### config.mk
export PLATFORM = sky130hd
export DESIGN_NAME = ua8_top
export DESIGN_NICKNAME = d
export VERILOG_FILES = /design/src/ua8_pkg.sv /design/src/ua8_top.sv
export SDC_FILE = /design/constraint.sdc
export NUM_CORES = 1
export LEC_CHECK = 0
export ABC_AREA = 1
export BUFFER_PORTS_ARGS = -buffer_cell sky130_fd_sc_hd__buf_2
export CAP_MARGIN = 20
export CORE_MARGIN = 5
export CORE_UTILIZATION = 58
export CTS_BUF_LIST = sky130_fd_sc_hd__clkbuf_8
export DETAILED_ROUTE_END_ITERATION = 6
export MAX_ROUTING_LAYER = met4
export PLACE_DENSITY = 0.86
export SLEW_MARGIN = 20
export SYNTH_ARGS = -nofsm -noshare
export SYNTH_HDL_FRONTEND = slang
export SYNTH_SLANG_ARGS = --single-unit
export TNS_END_PERCENT = 50
### constraint.sdc
create_clock -name clk_i -period 2.45 [get_ports clk_i]
set_clock_uncertainty 0.1 [all_clocks]
set_input_delay 0.3675 -clock clk_i [delete_from_list [all_inputs] [get_ports clk_i]]
set_output_delay 0.3675 -clock clk_i [all_outputs]
set_load 0.01 [all_outputs]
### src/ua8_pkg.sv
// ua8_pkg: register map, field layout, codes and helpers for the 8-bit serial pair
// assumes a single clock domain and a plain address/strobe register port
package ua8_pkg;

    // register addresses, receiver group
    localparam logic [3:0] ADDR_RX_SHIFT   = 4'h0;
    localparam logic [3:0] ADDR_RX_UNUSED  = 4'h1;
    localparam logic [3:0] ADDR_RX_BUFFER  = 4'h2;
    localparam logic [3:0] ADDR_RX_CSR     = 4'h3;
    localparam logic [3:0] ADDR_RX_FUNC    = 4'h4;
    localparam logic [3:0] ADDR_RX_INPUT   = 4'h5;
    localparam logic [3:0] ADDR_RX_OUTPUT  = 4'h6;
    // register addresses, transmitter group
    localparam logic [3:0] ADDR_TX_SHIFT   = 4'h8;
    localparam logic [3:0] ADDR_TX_BUFFER  = 4'h9;
    localparam logic [3:0] ADDR_TX_UNUSED  = 4'hA;
    localparam logic [3:0] ADDR_TX_CSR     = 4'hB;
    localparam logic [3:0] ADDR_TX_FUNC    = 4'hC;
    localparam logic [3:0] ADDR_TX_INPUT   = 4'hD;
    localparam logic [3:0] ADDR_TX_OUTPUT  = 4'hE;

    // fixed personality codes
    localparam logic [7:0] RX_FUNC_CODE    = 8'h05;
    localparam logic [7:0] TX_FUNC_CODE    = 8'h0D;

    // reset values
    localparam logic [7:0] RST_BYTE        = 8'h00;
    localparam logic [7:0] RST_IDLE_BYTE   = 8'hFF;

    // field positions
    localparam int unsigned SRC_SEL_MSB    = 7;
    localparam int unsigned SRC_SEL_LSB    = 4;
    localparam int unsigned CLK_SEL_MSB    = 3;
    localparam int unsigned CLK_SEL_LSB    = 0;
    localparam int unsigned CTRL_MSB       = 2;
    localparam int unsigned TX_OUT_EN_BIT  = 2;
    localparam int unsigned TX_OUT_SEL_MSB = 1;

    // eight oversampling ticks per bit; mid-bit after four
    localparam int unsigned OVS_RATE       = 8;
    localparam logic [2:0]  OVS_LAST       = 3'(OVS_RATE - 1);
    localparam logic [2:0]  OVS_MID        = 3'((OVS_RATE / 2) - 1);
    localparam logic [2:0]  DATA_LAST      = 3'h7;
    localparam logic [2:0]  CNT_ZERO       = 3'h0;

    typedef enum logic [2:0] {
        ST_IDLE  = 3'b000,
        ST_START = 3'b001,
        ST_DATA  = 3'b010,
        ST_PAR   = 3'b011,
        ST_STOP  = 3'b100
    } ua8_state_t;

    typedef struct packed {
        logic parity_err;
        logic overrun_err;
        logic framing_err;
        logic active;
        logic reg_full;
        logic parity_odd;
        logic parity_en;
        logic enable;
    } ua8_rx_csr_t;

    typedef struct packed {
        logic [1:0] rsvd_hi;
        logic       complete;
        logic       reg_empty;
        logic       rsvd_lo;
        logic       parity_odd;
        logic       parity_en;
        logic       enable;
    } ua8_tx_csr_t;

    // parity bit that makes the frame even (odd_sel=0) or odd (odd_sel=1)
    function automatic logic ua8_parity(input logic [7:0] data, input logic odd_sel);
        return (^data) ^ odd_sel;
    endfunction : ua8_parity

endpackage : ua8_pkg

### src/ua8_top.sv
// ua8_top: 8-bit asynchronous receiver and transmitter with register port
// assumes clk_src_i carries tick pulses at 8x baud made on clk_i,
// and rx_src_i are line pins from outside the clock domain
`timescale 1ns/1ps

module ua8_top (
    input  wire logic        clk_i,
    input  wire logic        srst_i,
    input  wire logic [3:0]  addr_i,
    input  wire logic [7:0]  wdata_i,
    input  wire logic        wr_i,
    input  wire logic        rd_i,
    output logic      [7:0]  rdata_o,
    input  wire logic [15:0] clk_src_i,
    input  wire logic [15:0] rx_src_i,
    output logic      [3:0]  tx_o
);

    // register port decode
    wire logic        wr_rx_csr  = wr_i && (addr_i == ua8_pkg::ADDR_RX_CSR);
    wire logic        wr_rx_in   = wr_i && (addr_i == ua8_pkg::ADDR_RX_INPUT);
    wire logic        wr_rx_out  = wr_i && (addr_i == ua8_pkg::ADDR_RX_OUTPUT);
    wire logic        wr_tx_buf  = wr_i && (addr_i == ua8_pkg::ADDR_TX_BUFFER);
    wire logic        wr_tx_csr  = wr_i && (addr_i == ua8_pkg::ADDR_TX_CSR);
    wire logic        wr_tx_in   = wr_i && (addr_i == ua8_pkg::ADDR_TX_INPUT);
    wire logic        wr_tx_out  = wr_i && (addr_i == ua8_pkg::ADDR_TX_OUTPUT);
    wire logic        rd_rx_csr  = rd_i && (addr_i == ua8_pkg::ADDR_RX_CSR);
    wire logic        rd_tx_csr  = rd_i && (addr_i == ua8_pkg::ADDR_TX_CSR);

    // configuration registers
    logic [7:0]            rx_in_q;
    logic [7:0]            rx_out_q;
    logic [3:0]            tx_in_q;
    logic [2:0]            tx_out_q;
    logic [2:0]            rx_ctrl_q;
    logic [2:0]            tx_ctrl_q;

    always_ff @(posedge clk_i) begin
        if (srst_i) begin
            rx_in_q   <= ua8_pkg::RST_BYTE;
            rx_out_q  <= ua8_pkg::RST_BYTE;
            tx_in_q   <= ua8_pkg::RST_BYTE[3:0];
            tx_out_q  <= ua8_pkg::RST_BYTE[2:0];
            rx_ctrl_q <= ua8_pkg::RST_BYTE[2:0];
            tx_ctrl_q <= ua8_pkg::RST_BYTE[2:0];
        end else begin
            if (wr_rx_in)  rx_in_q   <= wdata_i;
            if (wr_rx_out) rx_out_q  <= wdata_i;
            if (wr_tx_in)  tx_in_q   <= wdata_i[ua8_pkg::CLK_SEL_MSB:ua8_pkg::CLK_SEL_LSB];
            if (wr_tx_out) tx_out_q  <= wdata_i[ua8_pkg::TX_OUT_EN_BIT:0];
            if (wr_rx_csr) rx_ctrl_q <= wdata_i[ua8_pkg::CTRL_MSB:0];
            if (wr_tx_csr) tx_ctrl_q <= wdata_i[ua8_pkg::CTRL_MSB:0];
        end
    end

    wire logic rx_en      = rx_ctrl_q[0];
    wire logic rx_par_en  = rx_ctrl_q[1];
    wire logic rx_par_odd = rx_ctrl_q[2];
    wire logic tx_en      = tx_ctrl_q[0];
    wire logic tx_par_en  = tx_ctrl_q[1];
    wire logic tx_par_odd = tx_ctrl_q[2];

    // line inputs pass two flops before use
    logic [15:0] rx_sync1_q;
    logic [15:0] rx_sync2_q;

    always_ff @(posedge clk_i) begin
        if (srst_i) begin
            rx_sync1_q <= {2{ua8_pkg::RST_IDLE_BYTE}};
            rx_sync2_q <= {2{ua8_pkg::RST_IDLE_BYTE}};
        end else begin
            rx_sync1_q <= rx_src_i;
            rx_sync2_q <= rx_sync1_q;
        end
    end

    // source and clock selection
    wire logic rx_line = rx_sync2_q[rx_in_q[ua8_pkg::SRC_SEL_MSB:ua8_pkg::SRC_SEL_LSB]];
    wire logic rx_tick = clk_src_i[rx_in_q[ua8_pkg::CLK_SEL_MSB:ua8_pkg::CLK_SEL_LSB]];
    wire logic tx_tick = clk_src_i[tx_in_q];

    // ---------------- receiver ----------------
    ua8_pkg::ua8_state_t rx_state_q;
    ua8_pkg::ua8_state_t rx_state_d;
    logic [2:0]          rx_ovs_q;
    logic [2:0]          rx_ovs_d;
    logic [2:0]          rx_bit_q;
    logic [2:0]          rx_bit_d;
    logic [7:0]          rx_shift_q;
    logic [7:0]          rx_shift_d;
    logic [7:0]          rx_buf_q;
    logic                rx_par_bad_q;
    logic                rx_par_bad_d;
    logic                rx_done;
    logic                rx_stop_bad;

    wire logic rx_sample = rx_tick && (rx_ovs_q == ua8_pkg::OVS_LAST);

    always_comb begin
        rx_state_d   = rx_state_q;
        rx_ovs_d     = rx_ovs_q;
        rx_bit_d     = rx_bit_q;
        rx_shift_d   = rx_shift_q;
        rx_par_bad_d = rx_par_bad_q;
        rx_done      = 1'b0;
        rx_stop_bad  = 1'b0;
        if (rx_tick) begin
            rx_ovs_d = rx_ovs_q + 3'h1;
        end
        unique case (rx_state_q)
            ua8_pkg::ST_IDLE: begin
                rx_ovs_d = ua8_pkg::CNT_ZERO;
                if (rx_en && !rx_line) begin
                    rx_state_d = ua8_pkg::ST_START;
                end
            end
            ua8_pkg::ST_START: begin
                if (rx_tick && (rx_ovs_q == ua8_pkg::OVS_MID)) begin
                    rx_ovs_d = ua8_pkg::CNT_ZERO;
                    rx_bit_d = ua8_pkg::CNT_ZERO;
                    rx_par_bad_d = 1'b0;
                    rx_state_d = rx_line ? ua8_pkg::ST_IDLE : ua8_pkg::ST_DATA;
                end
            end
            ua8_pkg::ST_DATA: begin
                if (rx_sample) begin
                    rx_shift_d = {rx_line, rx_shift_q[7:1]};
                    rx_bit_d   = rx_bit_q + 3'h1;
                    if (rx_bit_q == ua8_pkg::DATA_LAST) begin
                        rx_state_d = rx_par_en ? ua8_pkg::ST_PAR : ua8_pkg::ST_STOP;
                    end
                end
            end
            ua8_pkg::ST_PAR: begin
                if (rx_sample) begin
                    rx_par_bad_d = rx_line != ua8_pkg::ua8_parity(rx_shift_q, rx_par_odd);
                    rx_state_d   = ua8_pkg::ST_STOP;
                end
            end
            ua8_pkg::ST_STOP: begin
                if (rx_sample) begin
                    rx_done     = 1'b1;
                    rx_stop_bad = !rx_line;
                    rx_state_d  = ua8_pkg::ST_IDLE;
                end
            end
            default: begin
                rx_state_d = ua8_pkg::ST_IDLE;
            end
        endcase
        if (!rx_en) begin
            rx_state_d = ua8_pkg::ST_IDLE;
            rx_done    = 1'b0;
        end
    end

    always_ff @(posedge clk_i) begin
        if (srst_i) begin
            rx_state_q   <= ua8_pkg::ST_IDLE;
            rx_ovs_q     <= ua8_pkg::CNT_ZERO;
            rx_bit_q     <= ua8_pkg::CNT_ZERO;
            rx_shift_q   <= ua8_pkg::RST_BYTE;
            rx_par_bad_q <= 1'b0;
        end else begin
            rx_state_q   <= rx_state_d;
            rx_ovs_q     <= rx_ovs_d;
            rx_bit_q     <= rx_bit_d;
            rx_shift_q   <= rx_shift_d;
            rx_par_bad_q <= rx_par_bad_d;
        end
    end

    always_ff @(posedge clk_i) begin
        if (srst_i) begin
            rx_buf_q <= ua8_pkg::RST_BYTE;
        end else if (rx_done) begin
            rx_buf_q <= rx_shift_q;
        end
    end

    // receive flags: a set in the same cycle as a status read wins
    logic rx_full_q;
    logic rx_ovr_q;
    logic rx_ferr_q;
    logic rx_perr_q;

    always_ff @(posedge clk_i) begin
        if (srst_i) begin
            rx_full_q <= 1'b0;
            rx_ovr_q  <= 1'b0;
            rx_ferr_q <= 1'b0;
            rx_perr_q <= 1'b0;
        end else begin
            rx_full_q <= rx_done || (rx_full_q && !rd_rx_csr);
            rx_ovr_q  <= (rx_done && rx_full_q) || (rx_ovr_q && !rd_rx_csr);
            rx_ferr_q <= (rx_done && rx_stop_bad) || (rx_ferr_q && !rd_rx_csr);
            rx_perr_q <= (rx_done && rx_par_bad_q && rx_par_en)
                         || (rx_perr_q && !rd_rx_csr);
        end
    end

    ua8_pkg::ua8_rx_csr_t rx_csr;
    assign rx_csr.parity_err  = rx_perr_q;
    assign rx_csr.overrun_err = rx_ovr_q;
    assign rx_csr.framing_err = rx_ferr_q;
    assign rx_csr.active      = rx_state_q != ua8_pkg::ST_IDLE;
    assign rx_csr.reg_full    = rx_full_q;
    assign rx_csr.parity_odd  = rx_par_odd;
    assign rx_csr.parity_en   = rx_par_en;
    assign rx_csr.enable      = rx_en;

    // ---------------- transmitter ----------------
    ua8_pkg::ua8_state_t tx_state_q;
    ua8_pkg::ua8_state_t tx_state_d;
    logic [2:0]          tx_ovs_q;
    logic [2:0]          tx_ovs_d;
    logic [2:0]          tx_bit_q;
    logic [2:0]          tx_bit_d;
    logic [7:0]          tx_shift_q;
    logic [7:0]          tx_shift_d;
    logic [7:0]          tx_buf_q;
    logic                tx_par_q;
    logic                tx_par_d;
    logic                tx_empty_q;
    logic                tx_load;
    logic                tx_finish;
    logic                tx_line_d;

    wire logic tx_bit_end = tx_tick && (tx_ovs_q == ua8_pkg::OVS_LAST);

    always_comb begin
        tx_state_d = tx_state_q;
        tx_ovs_d   = tx_ovs_q;
        tx_bit_d   = tx_bit_q;
        tx_shift_d = tx_shift_q;
        tx_par_d   = tx_par_q;
        tx_load    = 1'b0;
        tx_finish  = 1'b0;
        tx_line_d  = 1'b1;
        if (tx_tick) begin
            tx_ovs_d = tx_ovs_q + 3'h1;
        end
        unique case (tx_state_q)
            ua8_pkg::ST_IDLE: begin
                tx_ovs_d = ua8_pkg::CNT_ZERO;
                if (tx_en && !tx_empty_q) begin
                    tx_load    = 1'b1;
                    tx_shift_d = tx_buf_q;
                    tx_par_d   = ua8_pkg::ua8_parity(tx_buf_q, tx_par_odd);
                    tx_bit_d   = ua8_pkg::CNT_ZERO;
                    tx_state_d = ua8_pkg::ST_START;
                end
            end
            ua8_pkg::ST_START: begin
                tx_line_d = 1'b0;
                if (tx_bit_end) begin
                    tx_state_d = ua8_pkg::ST_DATA;
                end
            end
            ua8_pkg::ST_DATA: begin
                tx_line_d = tx_shift_q[0];
                if (tx_bit_end) begin
                    tx_shift_d = {1'b0, tx_shift_q[7:1]};
                    tx_bit_d   = tx_bit_q + 3'h1;
                    if (tx_bit_q == ua8_pkg::DATA_LAST) begin
                        tx_state_d = tx_par_en ? ua8_pkg::ST_PAR : ua8_pkg::ST_STOP;
                    end
                end
            end
            ua8_pkg::ST_PAR: begin
                tx_line_d = tx_par_q;
                if (tx_bit_end) begin
                    tx_state_d = ua8_pkg::ST_STOP;
                end
            end
            ua8_pkg::ST_STOP: begin
                if (tx_bit_end) begin
                    tx_finish  = 1'b1;
                    tx_state_d = ua8_pkg::ST_IDLE;
                end
            end
            default: begin
                tx_state_d = ua8_pkg::ST_IDLE;
            end
        endcase
        if (!tx_en) begin
            tx_state_d = ua8_pkg::ST_IDLE;
            tx_load    = 1'b0;
            tx_finish  = 1'b0;
            tx_line_d  = 1'b1;
        end
    end

    always_ff @(posedge clk_i) begin
        if (srst_i) begin
            tx_state_q <= ua8_pkg::ST_IDLE;
            tx_ovs_q   <= ua8_pkg::CNT_ZERO;
            tx_bit_q   <= ua8_pkg::CNT_ZERO;
            tx_shift_q <= ua8_pkg::RST_BYTE;
            tx_par_q   <= 1'b0;
        end else begin
            tx_state_q <= tx_state_d;
            tx_ovs_q   <= tx_ovs_d;
            tx_bit_q   <= tx_bit_d;
            tx_shift_q <= tx_shift_d;
            tx_par_q   <= tx_par_d;
        end
    end

    // buffer and its flags; a write beats the load that empties it
    logic tx_cmpl_q;

    always_ff @(posedge clk_i) begin
        if (srst_i) begin
            tx_buf_q   <= ua8_pkg::RST_BYTE;
            tx_empty_q <= 1'b1;
            tx_cmpl_q  <= 1'b0;
        end else begin
            if (wr_tx_buf) tx_buf_q <= wdata_i;
            tx_empty_q <= !wr_tx_buf && (tx_empty_q || tx_load);
            tx_cmpl_q  <= tx_finish || (tx_cmpl_q && !rd_tx_csr);
        end
    end

    ua8_pkg::ua8_tx_csr_t tx_csr;
    assign tx_csr.rsvd_hi    = 2'h0;
    assign tx_csr.complete   = tx_cmpl_q;
    assign tx_csr.reg_empty  = tx_empty_q;
    assign tx_csr.rsvd_lo    = 1'b0;
    assign tx_csr.parity_odd = tx_par_odd;
    assign tx_csr.parity_en  = tx_par_en;
    assign tx_csr.enable     = tx_en;

    // output routing, registered per pin; unrouted pins idle high
    wire logic [1:0] tx_route = tx_out_q[ua8_pkg::TX_OUT_SEL_MSB:0];
    wire logic       tx_oen   = tx_out_q[ua8_pkg::TX_OUT_EN_BIT];

    always_ff @(posedge clk_i) begin
        if (srst_i) begin
            tx_o <= ua8_pkg::RST_IDLE_BYTE[3:0];
        end else begin
            for (int i = 0; i < 4; i++) begin
                tx_o[i] <= (tx_oen && (tx_route == 2'(i))) ? tx_line_d : 1'b1;
            end
        end
    end

    // read data, one cycle after the strobe
    logic [7:0] rd_mux;

    always_comb begin
        unique case (addr_i)
            ua8_pkg::ADDR_RX_SHIFT:  rd_mux = rx_shift_q;
            ua8_pkg::ADDR_RX_BUFFER: rd_mux = rx_buf_q;
            ua8_pkg::ADDR_RX_CSR:    rd_mux = rx_csr;
            ua8_pkg::ADDR_RX_FUNC:   rd_mux = ua8_pkg::RX_FUNC_CODE;
            ua8_pkg::ADDR_RX_INPUT:  rd_mux = rx_in_q;
            ua8_pkg::ADDR_RX_OUTPUT: rd_mux = rx_out_q;
            ua8_pkg::ADDR_TX_SHIFT:  rd_mux = tx_shift_q;
            ua8_pkg::ADDR_TX_BUFFER: rd_mux = tx_buf_q;
            ua8_pkg::ADDR_TX_CSR:    rd_mux = tx_csr;
            ua8_pkg::ADDR_TX_FUNC:   rd_mux = ua8_pkg::TX_FUNC_CODE;
            ua8_pkg::ADDR_TX_INPUT:  rd_mux = {4'h0, tx_in_q};
            ua8_pkg::ADDR_TX_OUTPUT: rd_mux = {5'h00, tx_out_q};
            default:                 rd_mux = ua8_pkg::RST_BYTE;
        endcase
    end

    always_ff @(posedge clk_i) begin
        if (srst_i) begin
            rdata_o <= ua8_pkg::RST_BYTE;
        end else if (rd_i) begin
            rdata_o <= rd_mux;
        end else begin
            rdata_o <= ua8_pkg::RST_BYTE;
        end
    end

endmodule : ua8_top

# == Yosys cells after proc, flatten, opt, wreduce, memory -nomap -nowiden ==
# Index checks and enable logic that the tools add are counted.
# word_totals
register_bits,131
in_bits,48
out_inout_bits,12
wordCells,203
# classes
n_addsub,4
n_lt_le_gt_ge,3
eq_ne,40
n_mux,52
bitwise_logic,9
reduce_logical,64
# op_table
operator,count
$pmux W8 S12,1
$mux W3,20
$pmux W3 S5,2
$logic_and A1 B1 Y1,28
$eq A4 B4 Y1 const B,6
$ne A2 B2 Y1 const B,12
$eq A3 B3 Y1 const B,6
$pmux W3 S2,3
$mux W1,17
$mux W8,2
$pmux W8 S2,1
$reduce_or A2 Y1,8
$reduce_xor A8 Y1,2
$eq A3 B2 Y1 const B,5
$lt A4 B5 Y1 const B,3
$add A3 B1 Y3 const B,4
$bmux W1 S4,3
$eq A4 B3 Y1 const B,3
$reduce_and A6 Y1,2
$reduce_and A3 Y1,3
$eq A4 B2 Y1 const B,2
$not A1 Y1,7
$eq A3 B1 Y1 const B,2
$logic_not A3 Y1,2
other kinds (14),28

# == Logic depth before layout (Yosys ltp) ==
# Gate-level depths: netlist of the first run.
# depth
ltp_word,9
mapped_depth,14
depth_no_buf,13

# == Worst setup path after synthesis of the first run ==
# No wires, ideal clock.
# synth_path
path_type,reg2reg
start,register rx_in_q[0]
end,register rx_buf_q[6]
setup_time_ns,0.115
arrival_ns,1.415
required_ns,2.235
setup_slack_ns,0.819
stages_incl_launch_ff,14
path_buffers,2
synth_period_minus_slack_ns,1.631
path_cell_list,dfxtp_1 buf_6 nor2_2 nor2_1 nand2_1 nand3_2 nand3_2 nand2_4 nand2_8 nor2_2 nand2_2 buf_6 o21ai_2 a21oi_2
# synth_via
elab_chain_cells,6
# synth_rtl
element,line,text
start: declaration,ua8_top.sv:31,logic [7:0] rx_in_q;
start signal: assignment,ua8_top.sv:40,rx_in_q <= ua8_pkg::RST_BYTE;
start signal: assignment,ua8_top.sv:47,if (wr_rx_in) rx_in_q <= wdata_i;
$bmux W1 S4,ua8_top.sv:79,wire logic rx_tick = clk_src_i[rx_in_q[ua8_pkg::CLK_SEL_MSB:ua8_pkg::CLK_SEL_LSB]];
$mux W1 (not written as such),ua8_top.sv:79,
$logic_and A1 B1 Y1,ua8_top.sv:97,wire logic rx_sample = rx_tick && (rx_ovs_q == ua8_pkg::OVS_LAST);
$mux W1,ua8_top.sv:141,if (rx_sample) begin
$mux W1,ua8_top.sv:110,unique case (rx_state_q)
$mux W1,ua8_top.sv:151,if (!rx_en) begin
end signal: assignment,ua8_top.sv:175,rx_buf_q <= ua8_pkg::RST_BYTE;
end signal: assignment,ua8_top.sv:177,rx_buf_q <= rx_shift_q;
end: declaration,ua8_top.sv:91,logic [7:0] rx_buf_q;
# No other way between the ends. The select of a mux whose other input is x is not followed.
# A chain may end at the register's enable or synchronous reset.

# == Worst setup path after layout of the first run ==
# layout_path
start,register rx_in_q[0]
end,register rx_buf_q[5]
# Same word-level chain as after synthesis.

==> flow_metrics.py, run 1 <==
metrics = {
    "run": {
        "cap_viol_max_count": 0,
    },
    "setup_path": {
        "critPathKind": "reg -> reg",
        "slowest_delay_ps": 570,
        "r2r-start": "rx_in_q[0]",
        "worstSetupEndpointType": "register",
        "crit_slowest_cell": "dfxtp_1",
        "path_common_cell": "nand3_1",
        "cp_max_fo": 13,
        "arrival_ps": 2380,
        "cp_top_family": "simple AND/OR/NAND/NOR gates",
        "critical_path_required_ps": 2680,
        "startpoint": "rx_in_q[0]",
        "critPathLaunchType": "register",
        "path_buf_inv": 1,
        "path_cells": "inv_1 -> nand2_1 -> nand3_1 -> nand3_1 -> nand3_2 -> nand2_4 -> nand2_8 -> nor2_2 -> nand2_2 -> o21ai_0 -> a21oi_1",
    },
    "routing": {
        "drtPass1Iterations": 7,
        "drt_drc_violations_left": 0,
        "wl_met2_um": 7350,
        "wl_um": 15100,
        "routed_via_density": 5.46,
        "wl_per_cell_um": 14.7,
        "dr.max_layer_used": "met4",
        "wl_met1_um": 6040,
        "dr.first_iter.drc_count": 563,
        "antenna_left": 0,
        "wl_met3_um": 1020,
        "vias": 5620,
    },
    "die": {
        "die_area_um2": 12500,
        "fp.dieW_um": 112,
        "io_pins": 60,
        "start_util": 0.588,
        "rows": 37,
        "core_region_area_um2": 10200,
        "die_h_um": 112,
    },
    "logic_synthesis": {
        "synth-compound-area-share": 0.183,
        "synth_warnings": 0,
        "synth_commonest_cells": "139 x nand2_1, 131 x dfxtp_1, 106 x inv_1",
        "synth-simple-area-share": 0.247,
        "synth_top_cell_area_share": 0.438,
        "yosysMostFrequentCell": "nand2_1",
        "syn-num-nets": 864,
        "yosys.area.top_type": "dfxtp_1",
        "yosys_register_bits": 131,
        "synth_adder_area_share": 0.0188,
        "synth_xor_xnor_area_share": 0.0190,
        "synth_top_family_by_area": "simple AND/OR/NAND/NOR gates",
        "synthFlopType": "dfxtp_1",
        "synth-edff-count": 0,
        "synthArstFlopShare": 0,
        "synth_cell_type_count": 42,
        "synth.area.top_cells": "dfxtp_1 44%, nand2_1 8.7%, a21oi_1 7.4%",
        "ys_seq_area_frac": 0.438,
        "synth_area_um2": 5990,
        "synthCells": 807,
        "synthMuxAreaShare": 0,
        "avgSynthCellArea_um2": 7.42,
    },
    "cells_and_area": {
        "drive_gt1_frac": 0.169,
        "nNetsFinal": 937,
        "syn_to_final_growth_pct": 15.1,
        "n_fill_cell": 857,
        "final_core_util": 0.677,
        "design_area_um2": 6890,
    },
    "clock_network": {
        "clock_path_buffers": 2,
        "clock-sinks": 131,
        "insertion_delay_ps": 450,
        "cts_max_level": 4,
        "cts_buffers": 17,
        "clk_pin_slew_worst_paths_ps": 90,
        "cts_resized": 0,
        "cts_tree": "yes",
        "cts-root-buf": "clkbuf_8",
    },
    "placement": {
        "port_buffers": 59,
        "dpl.hpwl_um": 10700,
        "place_ws_ps": 319,
        "gp_congestion": 1.00,
        "dpl-instance-area_um2": 6360,
    },
    "sta": {
        "period_needed_ps": 2150,
        "tns_ps": 0,
        "period_share": 0.876,
        "setup_violations": 0,
        "setup_ws_ps": 304,
        "fmax_ghz": 0.466,
        "maxSlewViolCount": 0,
        "slew_headroom": 0.641,
        "timing.hold.ws_ps": 22.4,
        "finalHoldViolCount": 0,
        "rsz0062_at_grt": "no",
        "max_slew.worst_pin.slew_ps": 538,
    },
    "global_route": {
        "grt_pass1_wl_um": 24700,
        "grt_max_degree": 50,
        "track_usage": 0.251,
        "grt_pass1_vias": 5278,
        "grt_overflow": 0,
        "grt_antenna_before_repair": 0,
    },
    "hold_path": {
        "hold_class": "in -> reg",
        "hold_start": "rx_src_i[12]",
    },
    "pwr": {
        "p_per_area_nw_per_um2": 625,
        "p_leak_uw": 0.00289,
        "irDropWorstVdd_v": 0.000475,
    },
    "outcome": {
        "status": "finished clean",
    },
}
==> final timing paths <==
path | depth (start not counted) | slack, ps | endpoint
min reg2reg | 1 | 310 | rx_sync2_q[12]
max | 11 | 300 | rx_buf_q[5]
max reg2reg | 11 | 300 | rx_buf_q[5]
min | 2 | 20 | rx_sync1_q[12]
==> registers in the layout, indices dropped and copies added, names as in the netlist, 3 cells and up <==
name,cells
tx_out_q,3
tx_shift_q,8
rx_sync2_q,16
rx_state_q,3
rdata_o,8
tx_bit_q,3
tx_o,4
rx_buf_q,8
rx_ovs_q,3
tx_state_q,3
tx_buf_q,8
tx_ovs_q,3
rx_shift_q,8
rx_in_q,8
rx_bit_q,3
rx_sync1_q,16
tx_in_q,4
tx_ctrl_q,3
rx_out_q,8
rx_ctrl_q,3
==> stage by stage <==
| stage | cells | power, uW |
|---|---|---|
| 2_1_floorplan | 807 | 2400 |
| 3_3_place_gp | 983 | 2480 |
| 3_5_place_dp | 983 | 2490 |
| 4_1_cts | 1029 | 4310 |
| 5_1_grt | 1029 | 4450 |
| 6_report | 1030 | 4310 |
==> routing by layer <==
layer  vias to the layer above  track usage
met3                        52       0.0522
li1                       2803            -
met2                       244        0.412
met4                         0        0.135
met5                         -            -
met1                      2521        0.288
==> cell type report <==
type,count,area [um^2],area share
Antenna cell,1,2.50,0.000363
Clock buffer,17,234,0.0339
Clock inverter,15,158,0.0229
Inverter,108,408,0.0592
Multi-Input combinational cell,541,2800,0.407
Sequential cell,131,2620,0.380
Tap cell,136,170,0.0247
Timing Repair Buffer,81,495,0.0719
==> timing repair <==
action,in CTS,in global routing
setup buffers,0,0
hold buffers,14,0
hold endpoints to repair,14,0
==> power by group <==
| part | total (uW) | internal (uW) | switching (uW) |
|---|---|---|---|
| Sequential | 2180 | 2170 | 17.5 |
| Clock | 1850 | 849 | 997 |
| Combinational | 282 | 112 | 169 |
==> layout by cell type, fill, tap and decap left out, types with 2 or more instances in the layout <==
cell           synthesis  layout
buf_4                  1       8
or2_2                 32      32
o21ai_0               70      70
o211ai_1               8       8
a21oi_1               89      89
a21oi_2                2       2
inv_1                106     106
nor3_1                 3       3
nand4_1                2       2
dlygate4sd3_1          0      14
nand2_1              139     139
nand2_4                2       2
buf_2                  2      59
nand2_2                4       4
xnor2_1                8       8
ha_1                   9       9
nor2_1                50      50
inv_8                  0       3
nor2_2                 2       2
nand3_2                4       4
clkinvlp_4             0       2
a211oi_1               3       3
inv_6                  0       8
xor2_1                 5       5
clkbuf_8               0      17
nand3_1               75      75
a221oi_1               5       5
dfxtp_1              131     131
o22ai_1               17      17
==> worst register-to-register path: stages, from the launching register on <==
cell     delay [ps]
dfxtp_1         570
inv_1           210
nand2_1         100
nand3_1          60
nand3_1         110
nand3_2         100
nand2_4         150
nand2_8          90
nor2_2          100
nand2_2         160
o21ai_0         220
a21oi_1          50
==> cells by family after synthesis <==
| kind of cell | Yosys count |
|---|---|
| AND/OR/NAND/NOR | 319 |
| AO/OA/AOI/OAI | 200 |
| XOR/XNOR | 13 |
| flip-flops | 131 |
| adder cells (fa/ha/maj) | 9 |
| buffers and inverters | 135 |
No activity file was read; power rests on OpenSTA's default activity.
==> inputs of run 2 (changes only) <==
--- a/config.mk
+++ b/config.mk
@@ -8,12 +8,13 @@
 export ABC_AREA = 1
 export BUFFER_PORTS_ARGS = -buffer_cell sky130_fd_sc_hd__buf_2
 export CAP_MARGIN = 20
+export CORE_ASPECT_RATIO = 1.25
 export CORE_MARGIN = 5
-export CORE_UTILIZATION = 58
+export CORE_UTILIZATION = 25
 export CTS_BUF_LIST = sky130_fd_sc_hd__clkbuf_8
 export DETAILED_ROUTE_END_ITERATION = 6
 export MAX_ROUTING_LAYER = met4
-export PLACE_DENSITY = 0.86
+export PLACE_DENSITY = 0.47
 export SLEW_MARGIN = 20
 export SYNTH_ARGS = -nofsm -noshare
 export SYNTH_HDL_FRONTEND = slang
==> run 2 against run 1 <==
  * Clock-buffer cell count is the same
  * Design area grew 4.0%
  * Register-to-register slack lost 30 ps
  * Die area grew 120%
  * Sequential share of layout area shrank 1.5 points
  * Largest cell class unchanged
==> flow_metrics.py, run 2 (same netlist as run 1, synthesis figures left out) <==
metrics = {
    "placement": {
        "dpl.hpwl_um": 12800,
        "dpl-instance-area_um2": 6590,
        "place_ws_ps": 294,
        "gp_congestion": 0.824,
        "port_buffers": 59,
    },
    "run": {
        "cap_viol_max_count": 0,
    },
    "sta": {
        "tns_ps": 0,
        "finalHoldViolCount": 0,
        "max_slew.worst_pin.slew_ps": 529,
        "fmax_ghz": 0.460,
        "period_needed_ps": 2170,
        "rsz0062_at_grt": "no",
        "maxSlewViolCount": 0,
        "period_share": 0.887,
        "setup_violations": 0,
        "slew_headroom": 0.646,
        "setup_ws_ps": 278,
    },
    "die": {
        "rows": 63,
        "start_util": 0.253,
        "core_region_area_um2": 23600,
        "die_area_um2": 27200,
        "io_pins": 60,
        "die_h_um": 183,
        "fp.dieW_um": 148,
    },
    "routing": {
        "drtPass1Iterations": 5,
        "antenna_left": 0,
        "vias": 5449,
        "routed_via_density": 4.57,
        "wl_um": 17000,
        "wl_per_cell_um": 14.3,
        "dr.first_iter.drc_count": 377,
        "drt_drc_violations_left": 0,
    },
    "cells_and_area": {
        "layout_common_cells": "139 x nand2_1, 131 x dfxtp_1, 106 x inv_1, 89 x a21oi_1, 75 x nand3_1",
        "syn_to_final_growth_pct": 19.7,
        "design_area_um2": 7170,
        "reg_top3": "rx_sync1_q: 16 flops, rx_sync2_q: 16 flops",
        "antenna_cells": 0,
        "layout_commonest_cell": "nand2_1",
        "register_area_um2": 2620,
        "nNetsFinal": 944,
        "drive_gt1_frac": 0.173,
        "multi_input_area_um2": 2800,
        "n_fill_cell": 2610,
    },
    "clock_network": {
        "clk_pin_slew_worst_paths_ps": 90,
        "cts_max_level": 4,
        "clock-sinks": 131,
        "cts-root-buf": "clkbuf_8",
        "cts_buffers": 17,
        "insertion_delay_ps": 460,
        "cts_tree": "yes",
        "clock_path_buffers": 2,
    },
    "global_route": {
        "met2_usage": 0.217,
        "grt_max_degree": 50,
        "grt_pass1_vias": 5201,
        "grt_antenna_before_repair": 0,
        "busiest_layer": "met2",
        "grtUsageMet1": 0.162,
        "grt_overflow": 0,
        "met3_usage": 0.0272,
        "grt_pass1_wl_um": 27400,
        "track_usage": 0.132,
    },
    "setup_path": {
        "critPathKind": "reg -> reg",
        "cp_max_fo": 13,
        "critPathLaunchType": "register",
        "worstSetupEndpointType": "register",
        "r2r_end": "rx_buf_q[1]",
        "endpoint": "rx_buf_q[1]",
        "reg2reg_depth": 11,
        "arrival_ps": 2420,
        "r2r-start": "rx_in_q[0]",
        "startpoint": "rx_in_q[0]",
        "rrSetupSlack_ps": 280,
        "critical_path_required_ps": 2700,
    },
    "hold_path": {
        "hold_class": "in -> reg",
    },
    "pwr": {
        "total_power_uw": 4360,
        "p_per_area_nw_per_um2": 608,
        "irDropWorstVdd_v": 0.000305,
        "p_leak_uw": 0.00293,
    },
    "outcome": {
        "status": "finished clean",
    },
}
[run 2: cell types whose count changed in the layout (fill, tap and decap cells not counted)]
cell | before | now
clkinv_8 | 0 | 5
inv_8 | 3 | 5
diode_2 | 1 | 0
clkinvlp_4 | 2 | 0
dlygate4sd3_1 | 14 | 16
inv_6 | 8 | 4
buf_4 | 8 | 13
bufinv_16 | 1 | 0
[run 2: area by class of cell]
type,instances,area share
Clock buffer,17,0.0326
Clock inverter,15,0.0253
Inverter,108,0.0569
Multi-Input combinational cell,541,0.391
Sequential cell,131,0.366
Tap cell,292,0.0510
Timing Repair Buffer,88,0.0772
[run 2: metal layers]
layer  routed length (um)  vias to the layer above
met5                    0                        -
met4                  356                        0
met3                  534                       27
met2                 8270                      104
met1                 7890                     2498
li1                     -                     2820
[run 2: per-stage QoR]
stage,util,hold WS [ps],std cells
after global routing,0.303,99.9,1192
final,0.303,122,1192
after floorplan,-,289,807
after CTS,0.303,89.8,1192
after detailed placement,0.279,293,1144
after global placement,0.279,294,1144
[run 2: report_power, final]
| part | switching, uW | leakage, uW | internal, uW |
|---|---|---|---|
| Combinational | 177 | 0.00166 | 118 |
| Clock | 1090 | 0.000209 | 788 |
| Sequential | 17.2 | 0.00106 | 2170 |
| Total | 1290 | 0.00293 | 3070 |
[run 2: timing repair]
| action | 4_1_cts | 5_1_grt |
|---|---|---|
| buffers inserted | 0 | 0 |
| resized for setup | 0 | 0 |
| hold buffers | 16 | 0 |
| endpoints found under the setup margin | 0 | 0 |
| hold endpoints to repair | 16 | 0 |
[run 2: critical path, stage by stage (launching register included)]
cell	delay, ps
dfxtp_1	570
inv_1	200
nand2_1	100
nand3_1	70
nand3_1	110
nand3_2	110
nand2_4	140
nand2_8	90
nor2_2	100
nand2_2	180
o21ai_0	240
a21oi_1	60
[run 2: worst min path at each step]
stage,cells after the start,endpoint,startpoint
after global routing,2,tx_ctrl_q[2],srst_i
after CTS,2,tx_ctrl_q[2],srst_i
after global placement,1,rx_sync2_q[9],rx_sync1_q[9]
final,3,rx_out_q[5],wdata_i[5]
after floorplan,1,rx_sync2_q[0],rx_sync1_q[0]
after detailed placement,1,rx_sync2_q[9],rx_sync1_q[9]
